--- src/afcr_regs.svh ---
// register offsets, field positions, reset values and timing counts
`ifndef AFCR_REGS_SVH
`define AFCR_REGS_SVH
`define AFCR_IDX_CTRL1 4'h1
`define AFCR_IDX_CTRL2 4'h2
`define AFCR_IDX_STATUS 4'h6
`define AFCR_ADDR_CTRL1 32'h0000_0004
`define AFCR_ADDR_CTRL2 32'h0000_0008
`define AFCR_ADDR_STATUS 32'h0000_0018
`define AFCR_ADDR_PORT 32'h0000_0000
`define AFCR_CTRL1_RESET 16'h001a
`define AFCR_CTRL2_RESET 16'h009b
`define AFCR_B_ARM 15
`define AFCR_B_RD_OVR 14
`define AFCR_B_RD_GAIN 13
`define AFCR_B_RD_OFF 12
`define AFCR_B_RD_STAT 11
`define AFCR_B_SYNC 9
`define AFCR_B_FIR_EN 4
`define AFCR_B_HALVE 5
`define AFCR_B_SHUT 3
`define AFCR_B_ECON 2
`define AFCR_B_AMP 0
`define AFCR_SELF_CLR_MASK 16'h01ff
`define AFCR_MAX_RATIO_CODE 3'h5
`define AFCR_S_COEFF 8
`define AFCR_S_SYNC 5
`define AFCR_S_PORT 4
`define AFCR_S_RSEL 0
`define AFCR_SYNC_CYCLES 8'h10
`endif

--- src/afcr_pkg.sv ---
// types of the filter control register bank
package afcr_pkg;
   typedef enum {AFCR_IDLE, AFCR_DATA} afcr_port_state_t;
   typedef enum {AFCR_RD_CONV, AFCR_RD_OVR, AFCR_RD_GAIN, AFCR_RD_OFF, AFCR_RD_STAT} afcr_rsel_t;
   typedef struct packed {
      logic fir_stage_enable;
      logic [2:0] decimation_code;
      logic [3:0] tap_count_code;
      logic clock_halve_select;
      logic full_shutdown;
      logic economy_select;
      logic input_amp_shutdown;
   } afcr_cfg_t;
endpackage : afcr_pkg

--- src/afcr_ctrl.sv ---
// control register bank of the sigma-delta filter chain
//
// Local design decision: the AHB-Lite register port.
`timescale 1ns/1ns
`include "afcr_regs.svh"
//
// Contract
// - address word then one 16-bit data word
// - arm bit routes next writes to coefficients
// - bit 14 makes next read return overrange
// - bit 13 makes next read return gain
// - bit 12 makes next read return offset
// - bit 11 makes next read return status
// - sync bit starts filter synchronization routine
// - bit 4 low bypasses FIR stage
// - decimation code zero bypasses, codes 1 to 5 give 2^n, codes 6 and 7 give 32
// - bits 15 to 9 self clear
// - halve select zero divides master clock
// - shutdown bit powers down whole converter
// - economy bit selects low power mode
// - bit 0 powers down input amplifier
module afcr_ctrl #(
   parameter int COEFF_WORDS = 96
) (
   // clock and reset
   input wire logic hclk,
   input wire logic hresetn,
   // ahb-lite slave
   input wire logic hsel,
   input wire logic [31:0] haddr,
   input wire logic [1:0] htrans,
   input wire logic hwrite,
   input wire logic [2:0] hsize,
   input wire logic [31:0] hwdata,
   input wire logic hready,
   output logic [31:0] hrdata,
   output logic hreadyout,
   output logic hresp,
   // data sources for reads
   input wire logic [15:0] conv_result,
   input wire logic [15:0] overrange_value,
   input wire logic [15:0] gain_value,
   input wire logic [15:0] offset_value,
   input wire logic [15:0] status_value,
   // filter chain controls
   output afcr_pkg::afcr_cfg_t cfg,
   output logic f2_bypass,
   output logic [5:0] f2_ratio,
   output logic sync_busy,
   output logic internal_clock,
   output logic coeff_valid,
   output logic [15:0] coeff_word,
   output logic coeff_done
);
   import afcr_pkg::*;

   // ----------------------------------------
   // bus address phase capture
   // ----------------------------------------
   logic ph_valid;
   logic ph_write;
   logic [31:0] ph_addr;
   logic addr_ok;
   assign addr_ok = (haddr == `AFCR_ADDR_PORT) || (haddr == `AFCR_ADDR_CTRL1)
      || (haddr == `AFCR_ADDR_CTRL2) || (haddr == `AFCR_ADDR_STATUS);

   always_ff @(posedge hclk or negedge hresetn) begin
      if (!hresetn) begin
         ph_valid <= 1'b0;
         ph_write <= 1'b0;
         ph_addr <= 32'h0000_0000;
      end else if (hready) begin
         ph_valid <= hsel && htrans[1] && addr_ok;
         ph_write <= hwrite;
         ph_addr <= haddr;
      end
   end

   // ----------------------------------------
   // bus response: no wait states, always okay
   // ----------------------------------------
   always_ff @(posedge hclk or negedge hresetn) begin
      if (!hresetn) begin
         hreadyout <= 1'b0;
         hresp <= 1'b0;
      end else begin
         hreadyout <= 1'b1;
         hresp <= 1'b0;
      end
   end

   logic wr_now;
   logic rd_now;
   assign wr_now = ph_valid && ph_write;
   assign rd_now = hready && hsel && htrans[1] && !hwrite;
   logic rd_port;
   assign rd_port = rd_now && haddr == `AFCR_ADDR_PORT;

   // ----------------------------------------
   // serial register port: address then data
   // ----------------------------------------
   afcr_port_state_t port_state;
   logic [3:0] port_idx;
   logic port_wr;
   logic [15:0] port_data;
   logic coeff_mode;
   logic [7:0] coeff_left;

   always_ff @(posedge hclk or negedge hresetn) begin
      if (!hresetn) begin
         port_state <= AFCR_IDLE;
         port_idx <= 4'h0;
      end else if (wr_now && ph_addr == `AFCR_ADDR_PORT && !coeff_mode) begin
         case (port_state)
            AFCR_IDLE: begin
               port_idx <= hwdata[3:0];
               port_state <= AFCR_DATA;
            end
            AFCR_DATA: port_state <= AFCR_IDLE;
            default: port_state <= AFCR_IDLE;
         endcase
      end
   end

   // a direct register write or the data word of the serial port
   logic [3:0] wr_idx;
   always_comb begin
      port_wr = 1'b0;
      wr_idx = 4'h0;
      port_data = hwdata[15:0];
      if (wr_now && !coeff_mode) begin
         if (ph_addr == `AFCR_ADDR_PORT && port_state == AFCR_DATA) begin
            port_wr = 1'b1;
            wr_idx = port_idx;
         end else if (ph_addr == `AFCR_ADDR_CTRL1) begin
            port_wr = 1'b1;
            wr_idx = `AFCR_IDX_CTRL1;
         end else if (ph_addr == `AFCR_ADDR_CTRL2) begin
            port_wr = 1'b1;
            wr_idx = `AFCR_IDX_CTRL2;
         end
      end
   end

   // ----------------------------------------
   // first control register
   // ----------------------------------------
   logic [15:0] ctrl1;
   logic wr1;
   assign wr1 = port_wr && wr_idx == `AFCR_IDX_CTRL1;

   always_ff @(posedge hclk or negedge hresetn) begin
      if (!hresetn) begin
         ctrl1 <= `AFCR_CTRL1_RESET;
      end else if (wr1) begin
         ctrl1 <= port_data & `AFCR_SELF_CLR_MASK;
      end
   end

   // ----------------------------------------
   // coefficient download
   // ----------------------------------------
   // two words per coefficient plus checksum; code 2k-1 means 6k coefficients
   localparam logic [7:0] MAX_LOAD = 8'(COEFF_WORDS + 1);
   logic [7:0] raw_words;
   logic [7:0] load_words;
   logic coeff_take;
   assign raw_words = 8'((({4'h0, port_data[8:5]} + 8'h01) >> 1) * 8'h0c + 8'h01);
   // a length code longer than the coefficient store is cut to its size
   assign load_words = raw_words > MAX_LOAD ? MAX_LOAD : raw_words;
   assign coeff_take = coeff_mode && wr_now;

   always_ff @(posedge hclk or negedge hresetn) begin
      if (!hresetn) begin
         coeff_mode <= 1'b0;
         coeff_left <= 8'h00;
         coeff_valid <= 1'b0;
         coeff_done <= 1'b0;
      end else begin
         coeff_valid <= 1'b0;
         coeff_done <= 1'b0;
         if (wr1 && port_data[`AFCR_B_ARM] && port_data[8:5] != 4'h0) begin
            coeff_mode <= 1'b1;
            coeff_left <= load_words;
         end else if (coeff_take) begin
            coeff_valid <= 1'b1;
            coeff_left <= coeff_left - 8'h01;
            if (coeff_left == 8'h01) begin
               coeff_mode <= 1'b0;
               coeff_done <= 1'b1;
            end
         end
      end
   end

   always_ff @(posedge hclk or negedge hresetn) begin
      if (!hresetn) begin
         coeff_word <= 16'h0000;
      end else if (coeff_take) begin
         coeff_word <= hwdata[15:0];
      end
   end

   // ----------------------------------------
   // read select latch
   // ----------------------------------------
   afcr_rsel_t rsel;
   always_ff @(posedge hclk or negedge hresetn) begin
      if (!hresetn) begin
         rsel <= AFCR_RD_CONV;
      end else if (wr1) begin
         if (port_data[`AFCR_B_RD_OVR]) rsel <= AFCR_RD_OVR;
         else if (port_data[`AFCR_B_RD_GAIN]) rsel <= AFCR_RD_GAIN;
         else if (port_data[`AFCR_B_RD_OFF]) rsel <= AFCR_RD_OFF;
         else if (port_data[`AFCR_B_RD_STAT]) rsel <= AFCR_RD_STAT;
      end else if (rd_port) begin
         rsel <= AFCR_RD_CONV;
      end
   end

   logic [15:0] port_rd;
   always_comb begin
      case (rsel)
         AFCR_RD_OVR: port_rd = overrange_value;
         AFCR_RD_GAIN: port_rd = gain_value;
         AFCR_RD_OFF: port_rd = offset_value;
         AFCR_RD_STAT: port_rd = status_value;
         default: port_rd = conv_result;
      endcase
   end

   // ----------------------------------------
   // second control register
   // ----------------------------------------
   logic [15:0] ctrl2;
   always_ff @(posedge hclk or negedge hresetn) begin
      if (!hresetn) begin
         ctrl2 <= `AFCR_CTRL2_RESET;
      end else if (port_wr && wr_idx == `AFCR_IDX_CTRL2) begin
         ctrl2 <= port_data;
      end
   end

   // ----------------------------------------
   // synchronization routine
   // ----------------------------------------
   logic [7:0] sync_cnt;
   always_ff @(posedge hclk or negedge hresetn) begin
      if (!hresetn) begin
         sync_cnt <= 8'h00;
         sync_busy <= 1'b0;
      end else if (wr1 && port_data[`AFCR_B_SYNC]) begin
         sync_cnt <= `AFCR_SYNC_CYCLES;
         sync_busy <= 1'b1;
      end else if (sync_cnt != 8'h00) begin
         sync_cnt <= sync_cnt - 8'h01;
         sync_busy <= sync_cnt != 8'h01;
      end
   end

   // ----------------------------------------
   // decoded filter and power controls
   // ----------------------------------------
   always_ff @(posedge hclk or negedge hresetn) begin
      if (!hresetn) begin
         cfg <= '0;
      end else begin
         cfg.fir_stage_enable <= ctrl1[`AFCR_B_FIR_EN];
         cfg.decimation_code <= ctrl1[2:0];
         cfg.tap_count_code <= ctrl1[8:5];
         cfg.clock_halve_select <= ctrl2[`AFCR_B_HALVE];
         cfg.full_shutdown <= ctrl2[`AFCR_B_SHUT];
         cfg.economy_select <= ctrl2[`AFCR_B_ECON];
         cfg.input_amp_shutdown <= ctrl2[`AFCR_B_AMP];
      end
   end

   always_ff @(posedge hclk or negedge hresetn) begin
      if (!hresetn) begin
         f2_bypass <= 1'b0;
      end else begin
         f2_bypass <= ctrl1[2:0] == 3'h0;
      end
   end

   always_ff @(posedge hclk or negedge hresetn) begin
      if (!hresetn) begin
         f2_ratio <= 6'h00;
      end else if (ctrl1[2:0] > `AFCR_MAX_RATIO_CODE) begin
         f2_ratio <= 6'h20;
      end else begin
         f2_ratio <= 6'(7'h01 << ctrl1[2:0]);
      end
   end

   // ----------------------------------------
   // internal clock: master clock halved, or passed as a full-rate enable
   // ----------------------------------------
   always_ff @(posedge hclk or negedge hresetn) begin
      if (!hresetn) begin
         internal_clock <= 1'b0;
      end else if (ctrl2[`AFCR_B_HALVE]) begin
         internal_clock <= 1'b1;
      end else begin
         internal_clock <= !internal_clock;
      end
   end

   // ----------------------------------------
   // read data
   // ----------------------------------------
   logic [31:0] status_word;
   logic [31:0] next_hrdata;
   always_comb begin
      status_word = 32'h0000_0000;
      status_word[`AFCR_S_COEFF] = coeff_mode;
      status_word[`AFCR_S_SYNC] = sync_busy;
      status_word[`AFCR_S_PORT] = port_state == AFCR_DATA;
      status_word[`AFCR_S_RSEL] = rsel != AFCR_RD_CONV;
   end

   always_comb begin
      case (haddr)
         `AFCR_ADDR_PORT: next_hrdata = {16'h0000, port_rd};
         `AFCR_ADDR_CTRL1: next_hrdata = {16'h0000, ctrl1};
         `AFCR_ADDR_CTRL2: next_hrdata = {16'h0000, ctrl2};
         `AFCR_ADDR_STATUS: next_hrdata = status_word;
         default: next_hrdata = 32'h0000_0000;
      endcase
   end

   always_ff @(posedge hclk or negedge hresetn) begin
      if (!hresetn) begin
         hrdata <= 32'h0000_0000;
      end else if (rd_now) begin
         hrdata <= next_hrdata;
      end
   end
endmodule : afcr_ctrl

--- config.mk ---
export PLATFORM = sky130hd
export DESIGN_NAME = afcr_ctrl
export DESIGN_NICKNAME = d
export VERILOG_FILES = /design/src/afcr_pkg.sv /design/src/afcr_ctrl.sv
export VERILOG_INCLUDE_DIRS = /design/src
export SDC_FILE = /design/constraint.sdc
export NUM_CORES = 1
export LEC_CHECK = 0
export BUFFER_PORTS_ARGS = -buffer_cell sky130_fd_sc_hd__buf_4
export CAP_MARGIN = 10
export CORE_ASPECT_RATIO = 1.2
export CORE_MARGIN = 2
export CORE_UTILIZATION = 46
export CTS_CLUSTER_SIZE = 40
export DETAILED_ROUTE_END_ITERATION = 8
export GPL_ROUTABILITY_DRIVEN = 1
export PLACE_DENSITY_LB_ADDON = 0.12
export SLEW_MARGIN = 20
export SYNTH_ARGS = -nofsm -noshare
export SYNTH_HDL_FRONTEND = slang
export SYNTH_SLANG_ARGS = --single-unit
--- constraint.sdc ---
create_clock -name hclk -period 2.2 [get_ports hclk]
set_input_delay 0.33 -clock hclk [delete_from_list [all_inputs] [get_ports hclk]]
set_output_delay 0.33 -clock hclk [all_outputs]
set_load 0.05 [all_outputs]
==> flow_summary.ini <==
[outcome]
status = finished with violations
violations = negative setup slack

[power]
power_density_nw_per_um2 = 671
cellLeakagePower_uw = 0.00445
peakVddDrop_v = 0.000400
power_uw = 6440

[timing]
period_minus_slack_ps = 2230
max-slew-margin-rel = 0.592
final_hold_viol_count = 0
setup-violations-final = 9
rsz0062_at_grt = yes
fin_crit_sh = 1.01
worstMarginPinSlew_ps = 611
maxSlewViolCount = 0
whs_ps = 128
setup_slack_ps = -31.6
finalClockSkew_ps = 7.91
max_freq_mhz = 448

[placement]
place_inst = 1058
dp_hpwl_um = 14400
place_congestion = 0.837
portBuffers = 189
dp_slack_ps = -262

[worst_hold_path]
min_path_type = in2reg

[floorplanning]
fp.dieArea_um2 = 16300
row_count = 49
core_um2 = 15000
die_h_um = 139
die_x_um = 117
start_util = 0.469
io-pin-count = 227

[clock_tree]
h-tree-depth = 4
numCtsBuffers = 17
clockBufferDepth = 2
cts_root_buffer = clkbuf_16
clk_pin_slew_ps = 70
clock_latency_ps = 420
cts_tree = done
clock_sinks = 140

[grt]
grt_pass1_wl_um = 29600
grt_max_degree = 56
grt-ovfl-total = 0
gr-usage-all-layers = 0.233
first_global_vias = 5898
antenna_found_initial = 0

[detailed_routing]
firstDrtPassIters = 5
wl_per_cell_um = 17.3
vias_per_cell = 5.34
drc = 0
routed_wl_um = 18900
vias = 5839
first_iter_violations = 361
ant_nets = 0

[synthesis]
ys_seq_area_frac = 0.501
synth_cells = 652
synth-main-ff-cell = dfrtp_1
synth_enable_flop_cells = 0
avgSynthCellArea_um2 = 10.8
synth-seq-cells = 140
async_reset_ff_frac = 1.00
synth_compound_area_frac = 0.119
synth_area_um2 = 7020
synth_top_family_by_area = simple AND/OR/NAND/NOR gates
yosys.area_share.simple = 0.152
yosysWarnings = 0
synth.distinct_cells = 60
synth-xor-area-share = 0.0162
synthMuxAreaShare = 0.137
synth_adder_area_share = 0.0225

[worst_setup_path]
crit_arrival_ps = 2530
crit_path_start_kind = register
critPathMaxFanout = 8
critical_path_class = reg2reg
crit_required_ps = 2500
critPathCaptureType = register

[cells_and_area]
diodes = 0
final_common_cell = buf_4
fin_cells = 1094
layout_common_cells = buf_4, dfrtp_1, nand2_1, mux2_2, nor2_1
synthToLayoutAreaGrowth_pct = 36.7
drive_gt1_frac = 0.406
nets = 1043
utilization = 0.641

[run]
cap_violations = 0
==> layer usage <==
| metal | global-route usage | vias up | wire, um |
|---|---|---|---|
| met4 | 0.0681 | 0 | 323 |
| met2 | 0.423 | 204 | 9930 |
| met1 | 0.273 | 2836 | 7430 |
| met5 | 0 | - | 0 |
| li1 | - | 2776 | - |
| met3 | 0.0488 | 23 | 1260 |
==> flip-flops by register name, indices dropped and copies added, names as in the netlist, 3 cells and up <==
register / count
cfg: 12
coeff_left: 8
coeff_word: 16
ctrl1: 9
ctrl2: 16
f2_ratio: 6
hrdata: 16
ph_addr: 32
port_idx: 4
rsel: 3
sync_cnt: 8
==> cell usage after synthesis (5+ instances only) <==
cell type  instances  area, um2
mux2_4            10        150
dfrtp_1          132       3300
a22oi_1           17        128
nand2_1           77        289
nor2_1            42        158
o21ai_0           19       95.1
inv_1             19       71.3
a221oi_1          11       96.3
and3_1             7       43.8
a32o_1             5       50.1
nor2b_1            7       43.8
o22ai_1            6       37.5
mux2i_1           15        150
xnor2_1           10       87.6
mux2_2            51        574
nor4_1            18        113
clkbuf_1          23       86.3
ha_1              11        138
nor3b_1            7       52.6
a21oi_1           14       70.1
nor3_1            16       80.1
o31ai_1            9       67.6
nand3_1           17       85.1
buf_4             17        128
dfstp_2            8        210
==> critical path, stage by stage, from the launching register on <==
cell	delay, ps
dfrtp_1	390
nor4_2	300
nand4_1	200
or4_4	560
or2_4	340
mux2_4	320
==> stage by stage <==
step	TNS, ps	cell area, um2
global placement	-1380	8900
detailed placement	-2630	8900
CTS	-787	9550
floorplan	0	7080
finish	-200	9590
global route	-1560	9590
==> cells by family (layout without fill, tap and decap cells) <==
kind of cell,count (synthesis),in the layout
AND/OR/NAND/NOR,218,219
flip-flops,140,140
AO/OA/AOI/OAI,116,116
multiplexers,80,80
buffers and inverters,71,292
XOR/XNOR,13,13
adder cells (fa/ha/maj),12,12
other,2,18
==> path summary, 6_finish.rpt <==
path	start	to	slack, ps	cells after the start
max	ph_addr[17]$_DFFE_PN0P_	ctrl2[11]$_DFFE_PN0P_	-30	5
min	hwdata[10]	coeff_word[10]$_DFFE_PN0P_	130	3
max reg2reg	ph_addr[17]$_DFFE_PN0P_	ctrl2[11]$_DFFE_PN0P_	-30	5
min reg2reg	ctrl2[3]$_DFFE_PN1P_	cfg[2]$_DFF_PN0_	420	0
max in group asynchronous	hresetn	ctrl1[4]$_DFFE_PN1N_	1070	3
min in group asynchronous	hresetn	ph_addr[21]$_DFFE_PN0P_	450	2
==> report_power, final <==
| part | switching, uW | internal, uW | total, uW |
|---|---|---|---|
| clock network | 1190 | 1710 | 2910 |
| logic | 396 | 376 | 772 |
| registers | 76.1 | 2690 | 2760 |
| total | 1670 | 4770 | 6440 |
==> layout make-up <==
cell class	instances	area, um2
clock buffer	17	425
clock inverter	15	178
fill	1246	5370
inverter	21	78.8
multi-input combinational	458	3290
sequential	140	3510
tap	204	255
timing repair buffer	239	1850
==> repair_timing <==
| item | 4_1_cts | 5_1_grt |
|---|---|---|
| gates resized for setup | 7 | 9 |
| buffers inserted | 2 | 1 |
| cloned | 1 | 0 |
| hold buffers | 1 | 0 |
| pin swaps | 6 | 6 |
| endpoints found under the setup margin | 31 | 47 |
| endpoints found under the hold margin | 46 | 0 |
Power figures use the tool's default switching activity.
